--- config.mk ---
export PLATFORM = sky130hd
export DESIGN_NAME = local_bus_unit
export DESIGN_NICKNAME = d
export VERILOG_FILES = /design/src/inc/bus_pkg.sv /design/src/logic/pin_sync.sv /design/src/logic/local_bus_unit.sv
export SDC_FILE = /design/constraint.sdc
export NUM_CORES = 1
export LEC_CHECK = 0
export BUFFER_PORTS_ARGS = -buffer_cell sky130_fd_sc_hd__buf_2
export CAP_MARGIN = 20
export CORE_UTILIZATION = 45
export DETAILED_ROUTE_END_ITERATION = 12
export HOLD_SLACK_MARGIN = 0.1
export PLACE_DENSITY = 0.66
export SYNTH_ARGS = -nofsm -noshare
export SYNTH_HDL_FRONTEND = slang
export SYNTH_SLANG_ARGS = --single-unit
--- constraint.sdc ---
create_clock -name clk -period 6.8 [get_ports clk]
set_input_delay 1.7 -clock clk [delete_from_list [all_inputs] [get_ports clk]]
set_output_delay 1.7 -clock clk [all_outputs]
set_load 0.03 [all_outputs]
--- src/inc/bus_pkg.sv ---
package bus_pkg;

    // Bus timing: clk cycles per bus T-state, giving the one-third high bus clock
    localparam int unsigned TSTATE_CLKS = 3;
    localparam int unsigned PHASE_W = 4;

    // Synchronised pin inputs, bit positions
    localparam int unsigned SYNC_W = 6;
    localparam int unsigned SYN_IRQ = 0;
    localparam int unsigned SYN_NMI = 1;
    localparam int unsigned SYN_TEST_N = 2;
    localparam int unsigned SYN_RESET = 3;
    localparam int unsigned SYN_MINMAX = 4;
    localparam int unsigned SYN_HOLD = 5;
    localparam logic [SYNC_W-1:0] SYNC_INIT = 6'h14;

    // Register bus
    localparam int unsigned AXI_ADDR_W = 8;
    localparam logic [AXI_ADDR_W-1:0] OFS_CTRL = 8'h00;
    localparam logic [AXI_ADDR_W-1:0] OFS_ADDR = 8'h04;
    localparam logic [AXI_ADDR_W-1:0] OFS_WDATA = 8'h08;
    localparam logic [AXI_ADDR_W-1:0] OFS_STATUS = 8'h0C;
    localparam logic [1:0] RESP_OKAY = 2'h0;
    localparam logic [1:0] RESP_SLVERR = 2'h2;

    // Control register fields
    localparam int unsigned CTRL_GO = 0;
    localparam int unsigned CTRL_WRITE = 1;
    localparam int unsigned CTRL_IO = 2;
    localparam int unsigned CTRL_SEG_LO = 3;
    localparam int unsigned CTRL_IE = 5;
    localparam int unsigned CTRL_WAIT_TEST = 6;

    // Status register fields
    localparam int unsigned STAT_BUSY = 0;
    localparam int unsigned STAT_TEST_WAIT = 1;
    localparam int unsigned STAT_NMI_PEND = 2;
    localparam int unsigned STAT_MIN_MODE = 3;
    localparam int unsigned STAT_HOLD = 4;
    localparam int unsigned STAT_LAST_INTA = 5;
    localparam int unsigned STAT_RDATA_LO = 8;
    localparam int unsigned STAT_VECTOR_LO = 16;
    localparam int unsigned STAT_NMI_CNT_LO = 24;

    // Segment codes
    localparam logic [1:0] SEG_ALT_DATA = 2'h0;
    localparam logic [1:0] SEG_STACK = 2'h1;
    localparam logic [1:0] SEG_CODE = 2'h2;
    localparam logic [1:0] SEG_DATA = 2'h3;

    typedef enum logic [2:0] {
        ST_IDLE = 3'h0,
        ST_T1 = 3'h1,
        ST_T2 = 3'h3,
        ST_T3 = 3'h2,
        ST_TW = 3'h6,
        ST_T4 = 3'h7,
        ST_HOLD = 3'h5,
        ST_TEST = 3'h4
    } bus_state_t;

endpackage

--- src/logic/pin_sync.sv ---
`timescale 1ns/1ps
`default_nettype none
module pin_sync #(
    parameter int unsigned WIDTH = 1,
    parameter logic [WIDTH-1:0] INIT = '0
) (
    // Clock and reset
    input wire logic clk,
    input wire logic resetn,
    // Pins and settled levels
    input wire logic [WIDTH-1:0] pin,
    output logic [WIDTH-1:0] level
);

    genvar i;
    generate
        for (i = 0; i < WIDTH; i++) begin : g_bit
            logic s1;
            logic s2;
            logic s3;
            logic q;
            always_ff @(posedge clk or negedge resetn) begin
                if (!resetn) begin
                    s1 <= INIT[i];
                    s2 <= INIT[i];
                    s3 <= INIT[i];
                    q <= INIT[i];
                end else begin
                    s1 <= pin[i];
                    s2 <= s1;
                    s3 <= s2;
                    // Change counts once second and third stage agree
                    if (s2 == s3) begin
                        q <= s3;
                    end
                end
            end
            assign level[i] = q;
        end
    endgenerate

endmodule
`default_nettype wire

--- src/logic/local_bus_unit.sv ---
// Added by the designer: the address map and the AXI4-Lite slave port.
`timescale 1ns/1ps
`default_nettype none
module local_bus_unit
    import bus_pkg::*;
#(
    parameter int unsigned T_DIV = TSTATE_CLKS
) (
    // Clock and reset
    input wire logic clk,
    input wire logic resetn,
    // AXI4-Lite write address
    input wire logic [bus_pkg::AXI_ADDR_W-1:0] s_axi_awaddr,
    input wire logic s_axi_awvalid,
    output logic s_axi_awready,
    // AXI4-Lite write data
    input wire logic [31:0] s_axi_wdata,
    input wire logic [3:0] s_axi_wstrb,
    input wire logic s_axi_wvalid,
    output logic s_axi_wready,
    // AXI4-Lite write response
    output logic [1:0] s_axi_bresp,
    output logic s_axi_bvalid,
    input wire logic s_axi_bready,
    // AXI4-Lite read address
    input wire logic [bus_pkg::AXI_ADDR_W-1:0] s_axi_araddr,
    input wire logic s_axi_arvalid,
    output logic s_axi_arready,
    // AXI4-Lite read data
    output logic [31:0] s_axi_rdata,
    output logic [1:0] s_axi_rresp,
    output logic s_axi_rvalid,
    input wire logic s_axi_rready,
    // Multiplexed address/data byte
    input wire logic [7:0] mux_addr_data_lines_in,
    output logic [7:0] mux_addr_data_lines_out,
    output logic mux_addr_data_lines_oe,
    // Upper address byte
    output logic [7:0] upper_addr_byte_lines_out,
    output logic upper_addr_byte_lines_oe,
    // High address / status
    output logic [3:0] high_addr_status_lines_out,
    output logic high_addr_status_lines_oe,
    // Read strobe and space select
    output logic read_strobe_n_out,
    output logic read_strobe_n_oe,
    output logic mem_or_io_select_out,
    output logic mem_or_io_select_oe,
    // Control pins
    input wire logic ready,
    input wire logic maskable_irq_req,
    input wire logic nonmaskable_irq,
    input wire logic test_n,
    input wire logic cpu_reset,
    input wire logic min_max_select,
    input wire logic bus_hold_req
);
    import bus_pkg::*;

    typedef struct packed {
        bus_state_t state;
        logic [PHASE_W-1:0] phase;
        logic cyc_write;
        logic cyc_io;
        logic cyc_inta;
        logic [19:0] cyc_addr;
        logic [7:0] cyc_wdata;
        logic [1:0] cyc_seg;
        logic cfg_write;
        logic cfg_io;
        logic [1:0] cfg_seg;
        logic cfg_ie;
        logic [19:0] cfg_addr;
        logic [7:0] cfg_wdata;
        logic go_pend;
        logic test_req;
        logic nmi_pend;
        logic nmi_prev;
        logic [7:0] nmi_count;
        logic min_mode;
        logic last_inta;
        logic [7:0] rd_byte;
        logic [7:0] vector;
        logic [7:0] ad_out;
        logic ad_oe;
        logic [7:0] up_out;
        logic up_oe;
        logic [3:0] hi_out;
        logic hi_oe;
        logic rd_n;
        logic rd_oe;
        logic mio;
        logic mio_oe;
        logic [AXI_ADDR_W-1:0] aw_addr;
        logic aw_have;
        logic [31:0] w_data;
        logic [3:0] w_strb;
        logic w_have;
        logic awready;
        logic wready;
        logic bvalid;
        logic [1:0] bresp;
        logic arready;
        logic rvalid;
        logic [1:0] rresp;
        logic [31:0] rdata;
    } state_t;

    state_t s;
    state_t next_s;
    logic [SYNC_W-1:0] pins;
    logic [SYNC_W-1:0] sync;

    function automatic logic reg_mapped(input logic [AXI_ADDR_W-1:0] a);
        reg_mapped = (a == OFS_CTRL) || (a == OFS_ADDR) || (a == OFS_WDATA) ||
                     (a == OFS_STATUS);
    endfunction

    function automatic logic [31:0] merge(input logic [31:0] old, input logic [31:0] nw,
                                          input logic [3:0] strb);
        logic [31:0] r;
        r = old;
        for (int b = 0; b < 4; b++) begin
            if (strb[b]) begin
                r[b*8 +: 8] = nw[b*8 +: 8];
            end
        end
        merge = r;
    endfunction

    // Asynchronous control pins other than ready pass the three-stage filter
    assign pins[SYN_IRQ] = maskable_irq_req;
    assign pins[SYN_NMI] = nonmaskable_irq;
    assign pins[SYN_TEST_N] = test_n;
    assign pins[SYN_RESET] = cpu_reset;
    assign pins[SYN_MINMAX] = min_max_select;
    assign pins[SYN_HOLD] = bus_hold_req;

    pin_sync #(
        .WIDTH(SYNC_W),
        .INIT(SYNC_INIT)
    ) u_sync (
        .clk(clk),
        .resetn(resetn),
        .pin(pins),
        .level(sync)
    );

    always_comb begin
        logic tick;
        logic [31:0] rd_word;
        logic [31:0] stat;
        logic [31:0] ctrl_rd;
        logic [31:0] addr_word;
        tick = 1'b0;
        rd_word = '0;
        stat = '0;
        ctrl_rd = '0;
        addr_word = '0;
        next_s = s;

        // T-state enable from the clk divider
        tick = (s.phase == PHASE_W'(T_DIV - 1));
        next_s.phase = tick ? '0 : s.phase + PHASE_W'(1);

        // Strobe falls one clk into T2, after the bus was floated at the T2 edge
        if (s.state == ST_T2 && s.phase == '0 && !s.cyc_write && !s.cyc_inta) begin
            next_s.rd_n = 1'b0;
        end

        if (tick) begin
            case (s.state)
                ST_IDLE: begin
                    next_s.min_mode = sync[SYN_MINMAX];
                    if (sync[SYN_HOLD]) begin
                        next_s.state = ST_HOLD;
                        next_s.ad_oe = 1'b0;
                        next_s.up_oe = 1'b0;
                        next_s.hi_oe = 1'b0;
                        next_s.rd_oe = 1'b0;
                        next_s.rd_n = 1'b1;
                        next_s.mio_oe = 1'b0;
                    end else if (s.nmi_pend) begin
                        next_s.nmi_pend = 1'b0;
                        next_s.nmi_count = s.nmi_count + 8'h01;
                    end else if (s.test_req) begin
                        next_s.state = ST_TEST;
                    end else if ((sync[SYN_IRQ] && s.cfg_ie) || s.go_pend) begin
                        next_s.state = ST_T1;
                        next_s.cyc_inta = sync[SYN_IRQ] && s.cfg_ie;
                        next_s.go_pend = s.go_pend && !next_s.cyc_inta ? 1'b0 : s.go_pend;
                        next_s.cyc_write = s.cfg_write && !next_s.cyc_inta;
                        next_s.cyc_io = s.cfg_io && !next_s.cyc_inta;
                        next_s.cyc_addr = s.cfg_addr;
                        next_s.cyc_wdata = s.cfg_wdata;
                        next_s.cyc_seg = s.cfg_seg;
                        next_s.last_inta = next_s.cyc_inta;
                        next_s.ad_out = s.cfg_addr[7:0];
                        next_s.ad_oe = !next_s.cyc_inta;
                        next_s.up_out = s.cfg_addr[15:8];
                        next_s.up_oe = !next_s.cyc_inta;
                        next_s.hi_out = (next_s.cyc_io || next_s.cyc_inta) ? 4'h0
                                        : s.cfg_addr[19:16];
                        next_s.hi_oe = 1'b1;
                        next_s.mio = s.min_mode ? next_s.cyc_io : !next_s.cyc_io;
                        next_s.mio_oe = 1'b1;
                        next_s.rd_n = 1'b1;
                        next_s.rd_oe = 1'b1;
                    end
                end
                ST_T1: begin
                    next_s.state = ST_T2;
                    next_s.ad_oe = s.cyc_write;
                    next_s.ad_out = s.cyc_wdata;
                end
                ST_T2: begin
                    next_s.state = ST_T3;
                end
                ST_T3, ST_TW: begin
                    if (ready) begin
                        next_s.state = ST_T4;
                        next_s.rd_n = 1'b1;
                        if (s.cyc_inta) begin
                            next_s.vector = mux_addr_data_lines_in;
                        end else if (!s.cyc_write) begin
                            next_s.rd_byte = mux_addr_data_lines_in;
                        end
                    end else begin
                        next_s.state = ST_TW;
                    end
                end
                ST_T4: begin
                    next_s.state = ST_IDLE;
                    next_s.ad_oe = 1'b0;
                    next_s.up_oe = 1'b1;
                end
                ST_HOLD: begin
                    if (!sync[SYN_HOLD]) begin
                        next_s.state = ST_IDLE;
                        next_s.up_oe = 1'b1;
                        next_s.hi_oe = 1'b1;
                        next_s.rd_oe = 1'b1;
                        next_s.mio_oe = 1'b1;
                    end
                end
                ST_TEST: begin
                    if (!sync[SYN_TEST_N]) begin
                        next_s.state = ST_IDLE;
                        next_s.test_req = 1'b0;
                    end
                end
                default: begin
                    next_s.state = ST_IDLE;
                end
            endcase
            // Status phase: low bit, enable flag, segment, refreshed each T-state
            if (next_s.state == ST_T2 || next_s.state == ST_T3 || next_s.state == ST_TW ||
                next_s.state == ST_T4) begin
                next_s.hi_out = {1'b0, s.cfg_ie, s.cyc_seg};
            end
        end

        // Edge capture; a new edge wins over the take
        next_s.nmi_prev = sync[SYN_NMI];
        if (sync[SYN_NMI] && !s.nmi_prev) begin
            next_s.nmi_pend = 1'b1;
        end

        // Register bus, write side
        if (s_axi_awvalid && s.awready) begin
            next_s.aw_have = 1'b1;
            next_s.aw_addr = s_axi_awaddr;
        end
        if (s_axi_wvalid && s.wready) begin
            next_s.w_have = 1'b1;
            next_s.w_data = s_axi_wdata;
            next_s.w_strb = s_axi_wstrb;
        end
        if (s.bvalid && s_axi_bready) begin
            next_s.bvalid = 1'b0;
        end
        if (s.aw_have && s.w_have && !s.bvalid) begin
            next_s.aw_have = 1'b0;
            next_s.w_have = 1'b0;
            next_s.bvalid = 1'b1;
            next_s.bresp = reg_mapped(s.aw_addr) ? RESP_OKAY : RESP_SLVERR;
            if (s.aw_addr == OFS_CTRL && s.w_strb[0]) begin
                next_s.cfg_write = s.w_data[CTRL_WRITE];
                next_s.cfg_io = s.w_data[CTRL_IO];
                next_s.cfg_seg = s.w_data[CTRL_SEG_LO +: 2];
                next_s.cfg_ie = s.w_data[CTRL_IE];
                if (s.w_data[CTRL_GO]) begin
                    next_s.go_pend = 1'b1;
                end
                if (s.w_data[CTRL_WAIT_TEST]) begin
                    next_s.test_req = 1'b1;
                end
            end else if (s.aw_addr == OFS_ADDR) begin
                addr_word = merge({12'h000, s.cfg_addr}, s.w_data, s.w_strb);
                next_s.cfg_addr = addr_word[19:0];
            end else if (s.aw_addr == OFS_WDATA && s.w_strb[0]) begin
                next_s.cfg_wdata = s.w_data[7:0];
            end
        end

        // Register bus, read side
        stat[STAT_BUSY] = (s.state != ST_IDLE) || s.go_pend;
        stat[STAT_TEST_WAIT] = s.test_req;
        stat[STAT_NMI_PEND] = s.nmi_pend;
        stat[STAT_MIN_MODE] = s.min_mode;
        stat[STAT_HOLD] = (s.state == ST_HOLD);
        stat[STAT_LAST_INTA] = s.last_inta;
        stat[STAT_RDATA_LO +: 8] = s.rd_byte;
        stat[STAT_VECTOR_LO +: 8] = s.vector;
        stat[STAT_NMI_CNT_LO +: 8] = s.nmi_count;
        ctrl_rd[CTRL_WRITE] = s.cfg_write;
        ctrl_rd[CTRL_IO] = s.cfg_io;
        ctrl_rd[CTRL_SEG_LO +: 2] = s.cfg_seg;
        ctrl_rd[CTRL_IE] = s.cfg_ie;
        case (s_axi_araddr)
            OFS_CTRL: rd_word = ctrl_rd;
            OFS_ADDR: rd_word = {12'h000, s.cfg_addr};
            OFS_WDATA: rd_word = {24'h00_0000, s.cfg_wdata};
            OFS_STATUS: rd_word = stat;
            default: rd_word = '0;
        endcase
        if (s.rvalid && s_axi_rready) begin
            next_s.rvalid = 1'b0;
        end
        if (s_axi_arvalid && s.arready) begin
            next_s.rvalid = 1'b1;
            next_s.rdata = rd_word;
            next_s.rresp = reg_mapped(s_axi_araddr) ? RESP_OKAY : RESP_SLVERR;
        end

        // Pin reset aborts any cycle at once
        if (sync[SYN_RESET]) begin
            next_s.state = ST_IDLE;
            next_s.phase = '0;
            next_s.go_pend = 1'b0;
            next_s.test_req = 1'b0;
            next_s.nmi_pend = 1'b0;
            next_s.ad_oe = 1'b0;
            next_s.up_oe = 1'b1;
            next_s.hi_oe = 1'b1;
            next_s.rd_n = 1'b1;
            next_s.rd_oe = 1'b1;
            next_s.mio_oe = 1'b1;
            next_s.min_mode = sync[SYN_MINMAX];
        end

        next_s.awready = !next_s.aw_have && !next_s.bvalid;
        next_s.wready = !next_s.w_have && !next_s.bvalid;
        next_s.arready = !next_s.rvalid;
    end

    always_ff @(posedge clk or negedge resetn) begin
        if (!resetn) begin
            s <= '0;
            s.state <= ST_IDLE;
            s.min_mode <= 1'b1;
            s.rd_n <= 1'b1;
            s.rd_oe <= 1'b1;
            s.up_oe <= 1'b1;
            s.hi_oe <= 1'b1;
            s.mio_oe <= 1'b1;
        end else begin
            s <= next_s;
        end
    end

    assign s_axi_awready = s.awready;
    assign s_axi_wready = s.wready;
    assign s_axi_bresp = s.bresp;
    assign s_axi_bvalid = s.bvalid;
    assign s_axi_arready = s.arready;
    assign s_axi_rdata = s.rdata;
    assign s_axi_rresp = s.rresp;
    assign s_axi_rvalid = s.rvalid;
    assign mux_addr_data_lines_out = s.ad_out;
    assign mux_addr_data_lines_oe = s.ad_oe;
    assign upper_addr_byte_lines_out = s.up_out;
    assign upper_addr_byte_lines_oe = s.up_oe;
    assign high_addr_status_lines_out = s.hi_out;
    assign high_addr_status_lines_oe = s.hi_oe;
    assign read_strobe_n_out = s.rd_n;
    assign read_strobe_n_oe = s.rd_oe;
    assign mem_or_io_select_out = s.mio;
    assign mem_or_io_select_oe = s.mio_oe;

endmodule
`default_nettype wire

### Word-level counts from Yosys, hierarchy flattened

Index checks and enable logic that the tools add are counted.

* reductions and logical operators: 73
* equal/unequal tests: 36
* bitwise gates (word level): 7
* $add $sub $neg: 2
* muxes and demuxes: 83

Operators with widths (count)
* 32-bit one-hot mux with 4 select lines: 1
* 27-bit 2-to-1 mux: 3
* 8-bit 2-to-1 mux: 6
* 45-bit 2-to-1 mux: 1
* 3-bit 2-to-1 mux: 13
* 1-bit 2-to-1 mux: 37
* 35-bit 2-to-1 mux: 1
* 8-bit by 4-bit == test with 1-bit output, second input constant: 4
* 16-bit 2-to-1 mux: 2
* 6-bit AND reduction: 5
* 4-bit AND reduction: 6
* 3-bit one-hot mux with 7 select lines: 1
* 4-bit 2-to-1 mux: 5
* 1-bit logical AND: 19
* 3-bit == test, second input constant: 6
* 8-bit by 3-bit == test with 1-bit output, second input constant: 2
* 8-bit zero test: 2
* 8-bit one-hot mux with 2 select lines: 1
* 3-bit by 2-bit == test with 1-bit output, second input constant: 4
* 1-bit logical OR: 12
* 4-bit by 2-bit != test with 1-bit output, second input constant: 3
* 3-bit nonzero test: 4
* 1-bit zero test: 10
* 2-bit 2-to-1 mux: 5
* other kinds (20): 48

* output and inout port bits: 68
* logic and storage cells: 270
* register bits after elaboration: 206
* input port bits: 74

### Depth between registers and ports, before layout

Gate-level depths: netlist of the first run.

* depth after elaboration: 15
* mapped depth: 7
* gate-level depth less buffers: 6

### By module

Synthesis of the first run repeated with hierarchy kept, for this count alone.

* cells, all modules: 666
* area, all modules: 8750.9 um^2

Modules (own cells, without submodules)
* local_bus_unit: instances 1, cells each 630, area an instance 8027.7 um^2, sequential area each 4459.3 um^2
* pin_sync: instances 1, cells each 36, area an instance 723.2 um^2, sequential area each 610.6 um^2

### Least setup slack after synthesis of the first run

No wires, ideal clock.

* path kind: input port to flip-flop
* from: input s_axi_araddr[7] (netlist name)
* to: register s, in the netlist s_axi_rdata[22]
* slack: 3921 ps
* path buffers: 1
* required time: 6734 ps
* stages: 5
* library setup time: 66 ps
* arrival time: 2812 ps
* path through: nor4_1 -> nand4_1 -> nor2_1 -> clkbuf_1 -> a22o_1

* cells in the longest elaborated chain, start to end: 2
* elaborated cells on any way between the ends: 5
* those cells by class: 3 x eq/ne; 1 x mux; 1 x reduce/logical

Ends and longest elaborated chain
* start, declared: line local_bus_unit.sv:26 `input wire logic [bus_pkg::AXI_ADDR_W-1:0] s_axi_araddr,`
* 8-bit by 4-bit == test with 1-bit output, or another cell as far along: line local_bus_unit.sv:320 `case (s_axi_araddr)`
* 32-bit one-hot mux with 4 select lines *: line local_bus_unit.sv:320
* end signal, assigned: line local_bus_unit.sv:368 `s <= next_s;`
* end, declared: line local_bus_unit.sv:109 `state_t s;`

Mark *: on every way between the ends. The rest lies on a longest branch, timed or not.
A chain may end at the register's enable or synchronous reset.

### Final worst setup path of the first run

* from: input s_axi_araddr[7] (netlist name)
* to: register s, in the netlist s_axi_rdata[24]

The elaborated chain is that of the path after synthesis.

==> impl_metrics.py, run 1 <==
metrics = {
    "setup_path": {
        "rr_startpoint": "s[210]$_DFF_PN0_",
        "reg2reg_slack_ns": 4.32,
        "r2r_cells": 6,
        "start_kind": "input port",
        "cp.arrival_ns": 3.78,
        "r2r_end": "mux_addr_data_lines_out[1]$_DFFE_PN0P_",
        "required_ns": 7.24,
        "critPathMaxFanout": 13,
        "end_kind": "flop",
        "worstSetupPathType": "in2reg",
    },
    "logic_synthesis": {
        "async_reset_ff_frac": 1.00,
        "ys_seq_area_frac": 0.588,
        "synth-seq-cells": 202,
        "synth_common_cells": "dfrtp_1, mux2_2, buf_4",
        "synth.distinct_cells": 61,
        "synth_compound_gate_area_share": 0.0660,
        "yosys.area_share.adder": 0.0128,
        "yosysMostFrequentCell": "dfrtp_1",
        "synth-simple-area-share": 0.0836,
        "synth_xor_area_frac": 0.0112,
        "netlist_area_mm2": 0.00862,
        "synthDominantCellAreaShare": 0.551,
        "synth_top_family_by_area": "multiplexers",
        "synthesis.instances": 667,
        "ys_top_cells_by_area": "dfrtp_1, mux2_2, buf_4",
        "synth_edf_count": 0,
        "syn_avg_cell_area_um2": 12.9,
        "ys.flop_type": "dfrtp_1",
        "muxShareOfSynthArea": 0.173,
        "synth_top_area_cell": "dfrtp_1",
        "yosysWarnings": 0,
    },
    "sta": {
        "fin_tns_setup_ns": 0,
        "timing.final.crit_share": 0.491,
        "min_period_ns": 3.34,
        "maxClockFrequency_mhz": 299,
        "rsz0062_at_grt": "false",
        "maxSlewViolCount": 0,
        "setup_violations": 0,
        "finClkSkew_ns": 0.00529,
        "worst_slew_pin_slew_ns": 0.968,
        "relSlewSlack": 0.350,
        "finalHoldViolCount": 0,
    },
    "cts": {
        "cts-root-buf": "clkbuf_16",
        "clock_path_buffers": 3,
        "cts.sinks": 202,
        "cts-buffers-inserted": 22,
        "holdBufCountCts": 0,
        "insertion_delay_ns": 0.50,
        "cts.clk_slew.worst_paths_ns": 0.06,
        "ctsHtreeMaxLevel": 1,
        "cts_tree": "done",
        "cts_resized": 0,
        "post-cts-setup-buffer-count": 0,
    },
    "job": {
        "maxCapViolations": 0,
    },
    "route": {
        "avgViaCountPerCell": 5.34,
        "first_pass_iters": 4,
        "num_vias": 5316,
        "drc": 0,
        "ant_nets": 0,
        "wirelength_mm": 17.8,
        "drtIter0Drc": 258,
        "wl_per_cell_um": 17.9,
    },
    "pwr": {
        "power-per-cell-area_mw_per_mm2": 326,
        "vdd_drop_max_mv": 0.265,
        "power_uw": 3200,
        "leakagePower_uw": 0.00480,
    },
    "die": {
        "fp.dieW_um": 140,
        "core_mm2": 0.0188,
        "io_pins": 142,
        "rows": 50,
        "die_h_um": 140,
        "dieArea_mm2": 0.0197,
        "start_util": 0.459,
    },
    "status": {
        "status": "finished, final reports clean",
    },
    "global_route": {
        "overflow": 0,
        "antenna_found_initial": 0,
        "grtUsageTotal": 0.188,
        "first_global_vias": 5493,
        "grt_max_degree": 87,
        "grt_pass1_wl_mm": 29.0,
    },
    "finish": {
        "final_layout_size_suffix_gt1_frac": 0.411,
        "syn_to_final_growth_pct": 13.8,
        "nets": 824,
        "fillers": 1629,
        "final_cells": 996,
        "n_antenna_cell": 0,
    },
    "worst_hold_path": {
        "hold_start": "u_sync.g_bit[0].s1$_DFF_PN0_",
        "min_to": "u_sync.g_bit[0].s2$_DFF_PN0_",
        "hold_depth": 0,
        "hold_path_class": "reg2reg",
    },
    "place": {
        "io_buffers": 126,
        "dp_hpwl_mm": 12.5,
        "placedCellCount": 954,
        "globalplace.congestion": 0.859,
    },
}
worst max-delay path, cell delays in order:
cell     delay (ns)
buf_2          0.10
nor4_1         0.35
nand4_1        0.58
nor2_1         0.82
a22o_1         0.23
registers in the layout, indices dropped and copies added (netlist names), 4 cells and up:
signal / cells
mux_addr_data_lines_out: 8
u_sync.g_bit.s1: 6
u_sync.g_bit.q: 6
high_addr_status_lines_out: 4
u_sync.g_bit.s3: 6
s_axi_rdata: 32
upper_addr_byte_lines_out: 8
u_sync.g_bit.s2: 6
s: 114
cells in the final DEF (no fill, tap or decap), types with 3 or more instances in the layout:
master | synthesis | routed
nor2_1 | 27 | 27
clkbuf_16 | 0 | 23
inv_1 | 10 | 10
a31oi_1 | 4 | 4
buf_4 | 58 | 5
mux4_2 | 4 | 4
or2_2 | 4 | 4
clkbuf_1 | 17 | 3
nor2b_1 | 6 | 6
maj3_1 | 6 | 6
o21ai_0 | 29 | 29
ha_1 | 4 | 4
a22o_1 | 21 | 21
nand3_1 | 6 | 6
dfrtp_1 | 190 | 190
xnor2_1 | 5 | 5
xor2_1 | 6 | 6
clkinvlp_4 | 0 | 3
a22oi_1 | 3 | 3
mux2_2 | 112 | 112
a21oi_1 | 10 | 10
nor4_1 | 3 | 3
buf_2 | 2 | 126
nor3_1 | 6 | 6
nand2_1 | 56 | 56
clkbuf_8 | 0 | 7
mux2i_1 | 14 | 14
nor3b_1 | 3 | 3
clkinv_2 | 0 | 5
dfstp_2 | 12 | 12
nand4_1 | 5 | 5
cells by family (layout without fill, tap and decap cells):
kind of cell,after synthesis,after routing
DFF,202,202
and+or+nand+nor,139,139
muxes,130,130
buffers and inverters,89,183
AOI/OAI and AO/OA,85,85
xor gates and xnor gates,11,11
adders and majority gates,10,10
other,1,2
how the worst max path moves through the flow:
stage | startpoint | to | slack, ns
2_1_floorplan | s_axi_araddr[7] | s_axi_rdata[22]$_DFFE_PN0P_ | 3.92
3_3_place_gp | s_axi_araddr[7] | s_axi_rdata[31]$_DFFE_PN0P_ | 3.01
3_5_place_dp | s_axi_araddr[7] | s_axi_rdata[24]$_DFFE_PN0P_ | 2.92
4_1_cts | s_axi_araddr[7] | s_axi_rdata[24]$_DFFE_PN0P_ | 3.42
5_1_grt | s_axi_araddr[7] | s_axi_rdata[31]$_DFFE_PN0P_ | 3.21
6_report | s_axi_araddr[7] | s_axi_rdata[24]$_DFFE_PN0P_ | 3.46
metal layers:
metal / vias to the layer above / track usage / share of wire / routed length, um
li1: 2453 / - / - / -
met1: 2658 / 0.246 / 0.44 / 7760
met2: 165 / 0.313 / 0.48 / 8580
met3: 40 / 0.0315 / 0.054 / 969
met4: 0 / 0.0746 / 0.029 / 516
met5: - / 0 / 0 / 0
cell type report:
type / count / area [um2] / share of cell area
clock inverters: 8 / 47.5 / 0.00485
multi-input cells: 377 / 3000 / 0.305
flip-flops and latches: 202 / 5070 / 0.517
well taps: 234 / 293 / 0.0298
clock buffers: 32 / 669 / 0.0682
repair buffers: 133 / 697 / 0.0710
inverters: 10 / 37.5 / 0.00383
power by group:
part	leakage, uW	internal, uW	switching (uW)
Clock	0.000350	683	461
Combinational	0.00181	246	266
Sequential	0.00264	1380	161
stage by stage:
step / instance area (um2) / worst slack, ns / util / hold WS, ns
2_1_floorplan: 8630 / 3.92 / - / 0.331
3_3_place_gp: 9070 / 3.01 / 0.483 / 0.336
3_5_place_dp: 9070 / 2.92 / 0.483 / 0.336
4_1_cts: 9790 / 3.42 / 0.522 / 0.352
5_1_grt: 9810 / 3.21 / 0.523 / 0.357
6_report: 9810 / 3.46 / 0.523 / 0.350
Power figures use the tool's default switching activity.
==> run 2: changes to the inputs <==
--- a/config.mk
+++ b/config.mk
@@ -10,7 +10,7 @@
 export CORE_UTILIZATION = 45
 export DETAILED_ROUTE_END_ITERATION = 12
 export HOLD_SLACK_MARGIN = 0.1
-export PLACE_DENSITY = 0.66
+export PLACE_DENSITY = 0.69
 export SYNTH_ARGS = -nofsm -noshare
 export SYNTH_HDL_FRONTEND = slang
 export SYNTH_SLANG_ARGS = --single-unit
==> constraint.sdc (replaced) <==
create_clock -name clk -period 2.9 [get_ports clk]
set_input_delay 0.725 -clock clk [delete_from_list [all_inputs] [get_ports clk]]
set_output_delay 0.725 -clock clk [all_outputs]
set_load 0.03 [all_outputs]
==> impl_metrics.py, run 2 (synthesis gave the netlist of run 1 again) <==
metrics = {
    "status": {
        "status": "finished, final reports clean",
    },
    "cts": {
        "post-cts-setup-buffer-count": 0,
        "cts.clk_slew.worst_paths_ns": 0.06,
        "ctsHtreeMaxLevel": 1,
        "cts_tree": "done",
        "cts.sinks": 202,
        "holdBufCountCts": 0,
        "cts_resized": 0,
        "cts-root-buf": "clkbuf_16",
        "cts-buffers-inserted": 22,
        "clock_path_buffers": 3,
        "insertion_delay_ns": 0.50,
    },
    "route": {
        "drtIter0Drc": 275,
        "first_pass_iters": 6,
        "drc": 0,
        "ant_nets": 0,
        "wirelength_mm": 18.0,
        "wl_per_cell_um": 18.0,
        "avgViaCountPerCell": 5.40,
        "num_vias": 5406,
    },
    "sta": {
        "timing.final.crit_share": 0.840,
        "min_period_ns": 2.44,
        "finClkSkew_ns": 0.0122,
        "worst_slew_pin_slew_ns": 0.604,
        "setup_slack_ns": 0.465,
        "maxSlewViolCount": 0,
        "relSlewSlack": 0.598,
        "maxClockFrequency_mhz": 411,
        "setup_violations": 0,
        "rsz0062_at_grt": "false",
        "finalHoldViolCount": 0,
        "fin_tns_setup_ns": 0,
    },
    "global_route": {
        "antenna_found_initial": 1,
        "overflow": 0,
        "grt_pass1_wl_mm": 29.2,
        "grtUsageMet3": 0.0379,
        "first_global_vias": 5540,
        "grt_max_degree": 72,
        "use_met2": 0.296,
        "grt_busiest_layer": "met2",
        "grtUsageTotal": 0.188,
        "grtUsageMet1": 0.255,
    },
    "finish": {
        "final_layout_size_suffix_gt1_frac": 0.410,
        "syn_to_final_growth_pct": 14.2,
        "final_cells": 1002,
        "n_antenna_cell": 0,
        "nets": 831,
        "largest_register": "s",
        "fillers": 1627,
        "fin_util": 0.525,
        "largest_reg_flops": 114,
        "final_cell_mix": "dfrtp_1, buf_2, mux2_2",
        "multi_input_area_mm2": 0.00300,
        "layout_commonest_cell": "dfrtp_1",
        "seq_area_mm2": 0.00507,
    },
    "die": {
        "fp.dieW_um": 140,
        "start_util": 0.459,
        "core_mm2": 0.0188,
        "dieArea_mm2": 0.0197,
        "rows": 50,
        "io_pins": 142,
        "die_h_um": 140,
    },
    "pwr": {
        "vdd_drop_max_mv": 0.522,
        "leakagePower_uw": 0.00483,
        "power-per-cell-area_mw_per_mm2": 760,
    },
    "setup_path": {
        "cp.arrival_ns": 2.81,
        "reg2reg_slack_ns": 0.46,
        "crit_start": "s[210]$_DFF_PN0_",
        "rr_startpoint": "s[210]$_DFF_PN0_",
        "worstSetupPathType": "reg2reg",
        "start_kind": "flop",
        "critPathMaxFanout": 9,
        "required_ns": 3.27,
        "end_kind": "flop",
    },
    "worst_hold_path": {
        "hold_path_class": "in2async",
    },
    "place": {
        "globalplace.congestion": 0.837,
        "placedCellCount": 963,
        "pre_cts_slack_ns": 0.492,
        "dp_hpwl_mm": 12.7,
        "io_buffers": 126,
    },
    "job": {
        "maxCapViolations": 0,
    },
}
==> run 2: cell count changes in the layout (fill, tap and decap cells not counted) <==
cell        delta
buf_8          -1
buf_4          +8
bufinv_16      +1
buf_2          -1
buf_12         +1
clkinvlp_4     -2
clkbuf_8       -4
clkbuf_1       +4
==> run 2: metal layers <==
metal,vias up,wire (um),share of wire
met5,-,0,0
met4,0,666,0.037
met3,46,1070,0.059
met2,191,8520,0.47
met1,2708,7760,0.43
li1,2461,-,-
==> run 2: cell type report <==
class	count	area share
sequential	202	0.515
timing repair buffer	140	0.0769
clock buffer	32	0.0639
inverter	10	0.00381
multi-input combinational	377	0.304
clock inverter	7	0.00635
tap	234	0.0297
==> run 2: power by group <==
group          internal [uW]  switching (uW)
Clock                   1590            1070
Combinational            580             625
Sequential              3240             373
==> run 2: path summary, 6_finish.rpt <==
check / endpoint / depth (start not counted)
setup / recovery: mux_addr_data_lines_out[6]$_DFFE_PN0P_ / 6
hold / removal: s_axi_rdata[12]$_DFFE_PN0P_ / 1
setup reg to reg: mux_addr_data_lines_out[6]$_DFFE_PN0P_ / 6
hold reg to reg: u_sync.g_bit[3].s2$_DFF_PN0_ / 0
max in group asynchronous: u_sync.g_bit[2].q$_DFFE_PN1N_ / 2
min in group clk: u_sync.g_bit[2].s1$_DFF_PN1_ / 1
==> run 2: worst max-delay path, stage by stage (launching register included) <==
cell and delay, ns:
dfrtp_1 0.41, inv_1 0.10, ha_1 0.17, or3b_1 0.50, or3_4 0.40, nor2_2 0.35
mux2_2 0.39
==> run 2: through the flow <==
stage	cell area, um2	hold WS, ns	power [uW]
4_1_cts	9840	0.249	7570
3_5_place_dp	9150	0.338	4870
5_1_grt	9840	0.268	7840
3_3_place_gp	9150	0.335	4790
6_report	9840	0.214	7480
2_1_floorplan	8630	0.331	4460
==> run 3: changes to the inputs <==
==> constraint.sdc (replaced) <==
create_clock -name clk -period 2.2 [get_ports clk]
set_input_delay 0.55 -clock clk [delete_from_list [all_inputs] [get_ports clk]]
set_output_delay 0.55 -clock clk [all_outputs]
set_load 0.03 [all_outputs]
==> impl_metrics.py, run 3 (synthesis gave the netlist of run 1 again) <==
metrics = {
    "sta": {
        "maxClockFrequency_mhz": 466,
        "timing.final.crit_share": 0.976,
        "setup_slack_ns": 0.0520,
        "relSlewSlack": 0.306,
        "min_period_ns": 2.15,
        "finClkSkew_ns": 0.0148,
        "maxSlewViolCount": 0,
        "setup_violations": 0,
        "fin_tns_setup_ns": 0,
        "worst_slew_pin_slew_ns": 1.04,
        "finalHoldViolCount": 0,
    },
    "setup_path": {
        "critPathMaxFanout": 8,
        "critPathMaxStageDelay_ns": 0.43,
        "cp_slowest_cell": "or3_4",
        "cp.arrival_ns": 2.53,
        "required_ns": 2.58,
        "end_kind": "flop",
        "worstSetupPathType": "reg2reg",
        "cp_cell_sequence": "inv_2 > ha_4 > or3b_4 > or3_4 > nor2_4 > buf_6 > mux2_2",
        "start_kind": "flop",
    },
    "global_route": {
        "grtUsageMet3": 0.0335,
        "use_met2": 0.314,
        "grtUsageMet1": 0.256,
        "overflow": 0,
        "grt_pass1_wl_mm": 29.8,
        "grtUsageTotal": 0.191,
        "grt_max_degree": 64,
        "antenna_found_initial": 0,
        "grt_busiest_layer": "met2",
        "first_global_vias": 5629,
    },
    "route": {
        "num_vias": 5477,
        "avgViaCountPerCell": 5.36,
        "wirelength_mm": 18.3,
        "drtIter0Drc": 280,
        "wl_per_cell_um": 17.9,
        "first_pass_iters": 4,
        "drc": 0,
        "ant_nets": 0,
    },
    "cts": {
        "insertion_delay_ns": 0.50,
        "cts.clk_slew.worst_paths_ns": 0.06,
        "cts-root-buf": "clkbuf_16",
        "cts_tree": "done",
        "clock_path_buffers": 3,
        "ctsHtreeMaxLevel": 1,
        "cts.sinks": 202,
        "cts-buffers-inserted": 22,
    },
    "die": {
        "dieArea_mm2": 0.0197,
        "start_util": 0.459,
        "core_mm2": 0.0188,
        "die_h_um": 140,
        "io_pins": 142,
        "rows": 50,
        "fp.dieW_um": 140,
    },
    "pwr": {
        "power-per-cell-area_mw_per_mm2": 1010,
        "vdd_drop_max_mv": 0.641,
        "leakagePower_uw": 0.00496,
    },
    "finish": {
        "nets": 851,
        "multi_input_area_mm2": 0.00302,
        "final_cell_mix": "dfrtp_1, buf_2, mux2_2",
        "largest_reg_flops": 114,
        "largest_register": "s",
        "layout_commonest_cell": "dfrtp_1",
        "final_layout_size_suffix_gt1_frac": 0.434,
        "seq_area_mm2": 0.00507,
        "syn_to_final_growth_pct": 16.9,
        "n_antenna_cell": 0,
        "fillers": 1594,
    },
    "status": {
        "status": "finished, final reports clean",
    },
    "place": {
        "globalplace.congestion": 0.871,
        "io_buffers": 126,
        "pre_cts_slack_ns": 0.00959,
        "dp_hpwl_mm": 13.2,
    },
    "worst_hold_path": {
        "hold_path_class": "in2reg",
    },
    "job": {
        "maxCapViolations": 0,
    },
}
-- run 3: cell count changes in the layout (fill, tap and decap cells not counted), sizes merged --
| cell | delta |
|---|---|
| dlygate4sd3 | +1 |
| inv | +1 |
| clkbuf | -1 |
| buf | +19 |
-- run 3: layer usage --
| layer | vias up | routed length [um] |
|---|---|---|
| met3 | 36 | 982 |
| met1 | 2765 | 7950 |
| met4 | 0 | 457 |
| met2 | 170 | 8870 |
| met5 | - | 0 |
| li1 | 2506 | - |
-- run 3: critical path, delay by kind of cell (launching register included) --
kind          cells  cell delay [ns]
fa+ha+maj         1             0.13
flops             1             0.40
simple gates      3             0.93
mux               1             0.33
buf+inv           2             0.23
-- run 3: final cells by class --
| cell class | instances | share of cell area |
|---|---|---|
| Timing Repair Buffer | 160 | 0.0918 |
| Sequential cell | 202 | 0.503 |
| Tap cell | 234 | 0.0290 |
| Clock buffer | 31 | 0.0660 |
| Inverter | 10 | 0.00372 |
| Clock inverter | 8 | 0.00707 |
| Multi-Input combinational cell | 377 | 0.299 |
-- run 3: worst paths after layout --
path / from / to / slack [ns] / cells after the start
max reg2reg: s[210]$_DFF_PN0_ / mux_addr_data_lines_out[1]$_DFFE_PN0P_ / 0.05 / 7
min: test_n / u_sync.g_bit[2].s1$_DFF_PN1_ / 0.14 / 1
max: s[210]$_DFF_PN0_ / mux_addr_data_lines_out[1]$_DFFE_PN0P_ / 0.05 / 7
min in group asynchronous: resetn / s_axi_rdata[14]$_DFFE_PN0P_ / 0.59 / 2
max in group asynchronous: resetn / u_sync.g_bit[4].s3$_DFF_PN1_ / 0.90 / 3
min reg2reg: u_sync.g_bit[0].s1$_DFF_PN0_ / u_sync.g_bit[0].s2$_DFF_PN0_ / 0.35 / 0
-- run 3: per-stage QoR --
| stage | cell area [um2] | std cells | utilization | hold slack [ns] | total power [uW] |
|---|---|---|---|---|---|
| 6_report | 10100 | 1022 | 0.537 | 0.139 | 10100 |
| 4_1_cts | 10000 | 1020 | 0.535 | 0.129 | 10200 |
| 2_1_floorplan | 8630 | 668 | - | 0.254 | 5880 |
| 3_5_place_dp | 9290 | 980 | 0.495 | 0.336 | 6500 |
| 5_1_grt | 10100 | 1022 | 0.537 | 0.124 | 10600 |
| 3_3_place_gp | 9290 | 980 | 0.495 | 0.335 | 6370 |
-- run 3: power by group --
| group | internal (uW) | switching, uW | leakage (uW) | total (uW) |
|---|---|---|---|---|
| registers | 4280 | 458 | 0.00264 | 4740 |
| logic | 844 | 893 | 0.00195 | 1740 |
| clock network | 2220 | 1440 | 0.000367 | 3660 |
-- run 3: repair_timing --
item,in CTS,in global routing
hold endpoints to repair,55,0
setup buffers,0,2
hold buffers,1,0
pin swaps,0,4
resized for setup,2,5
setup endpoints to repair,12,19
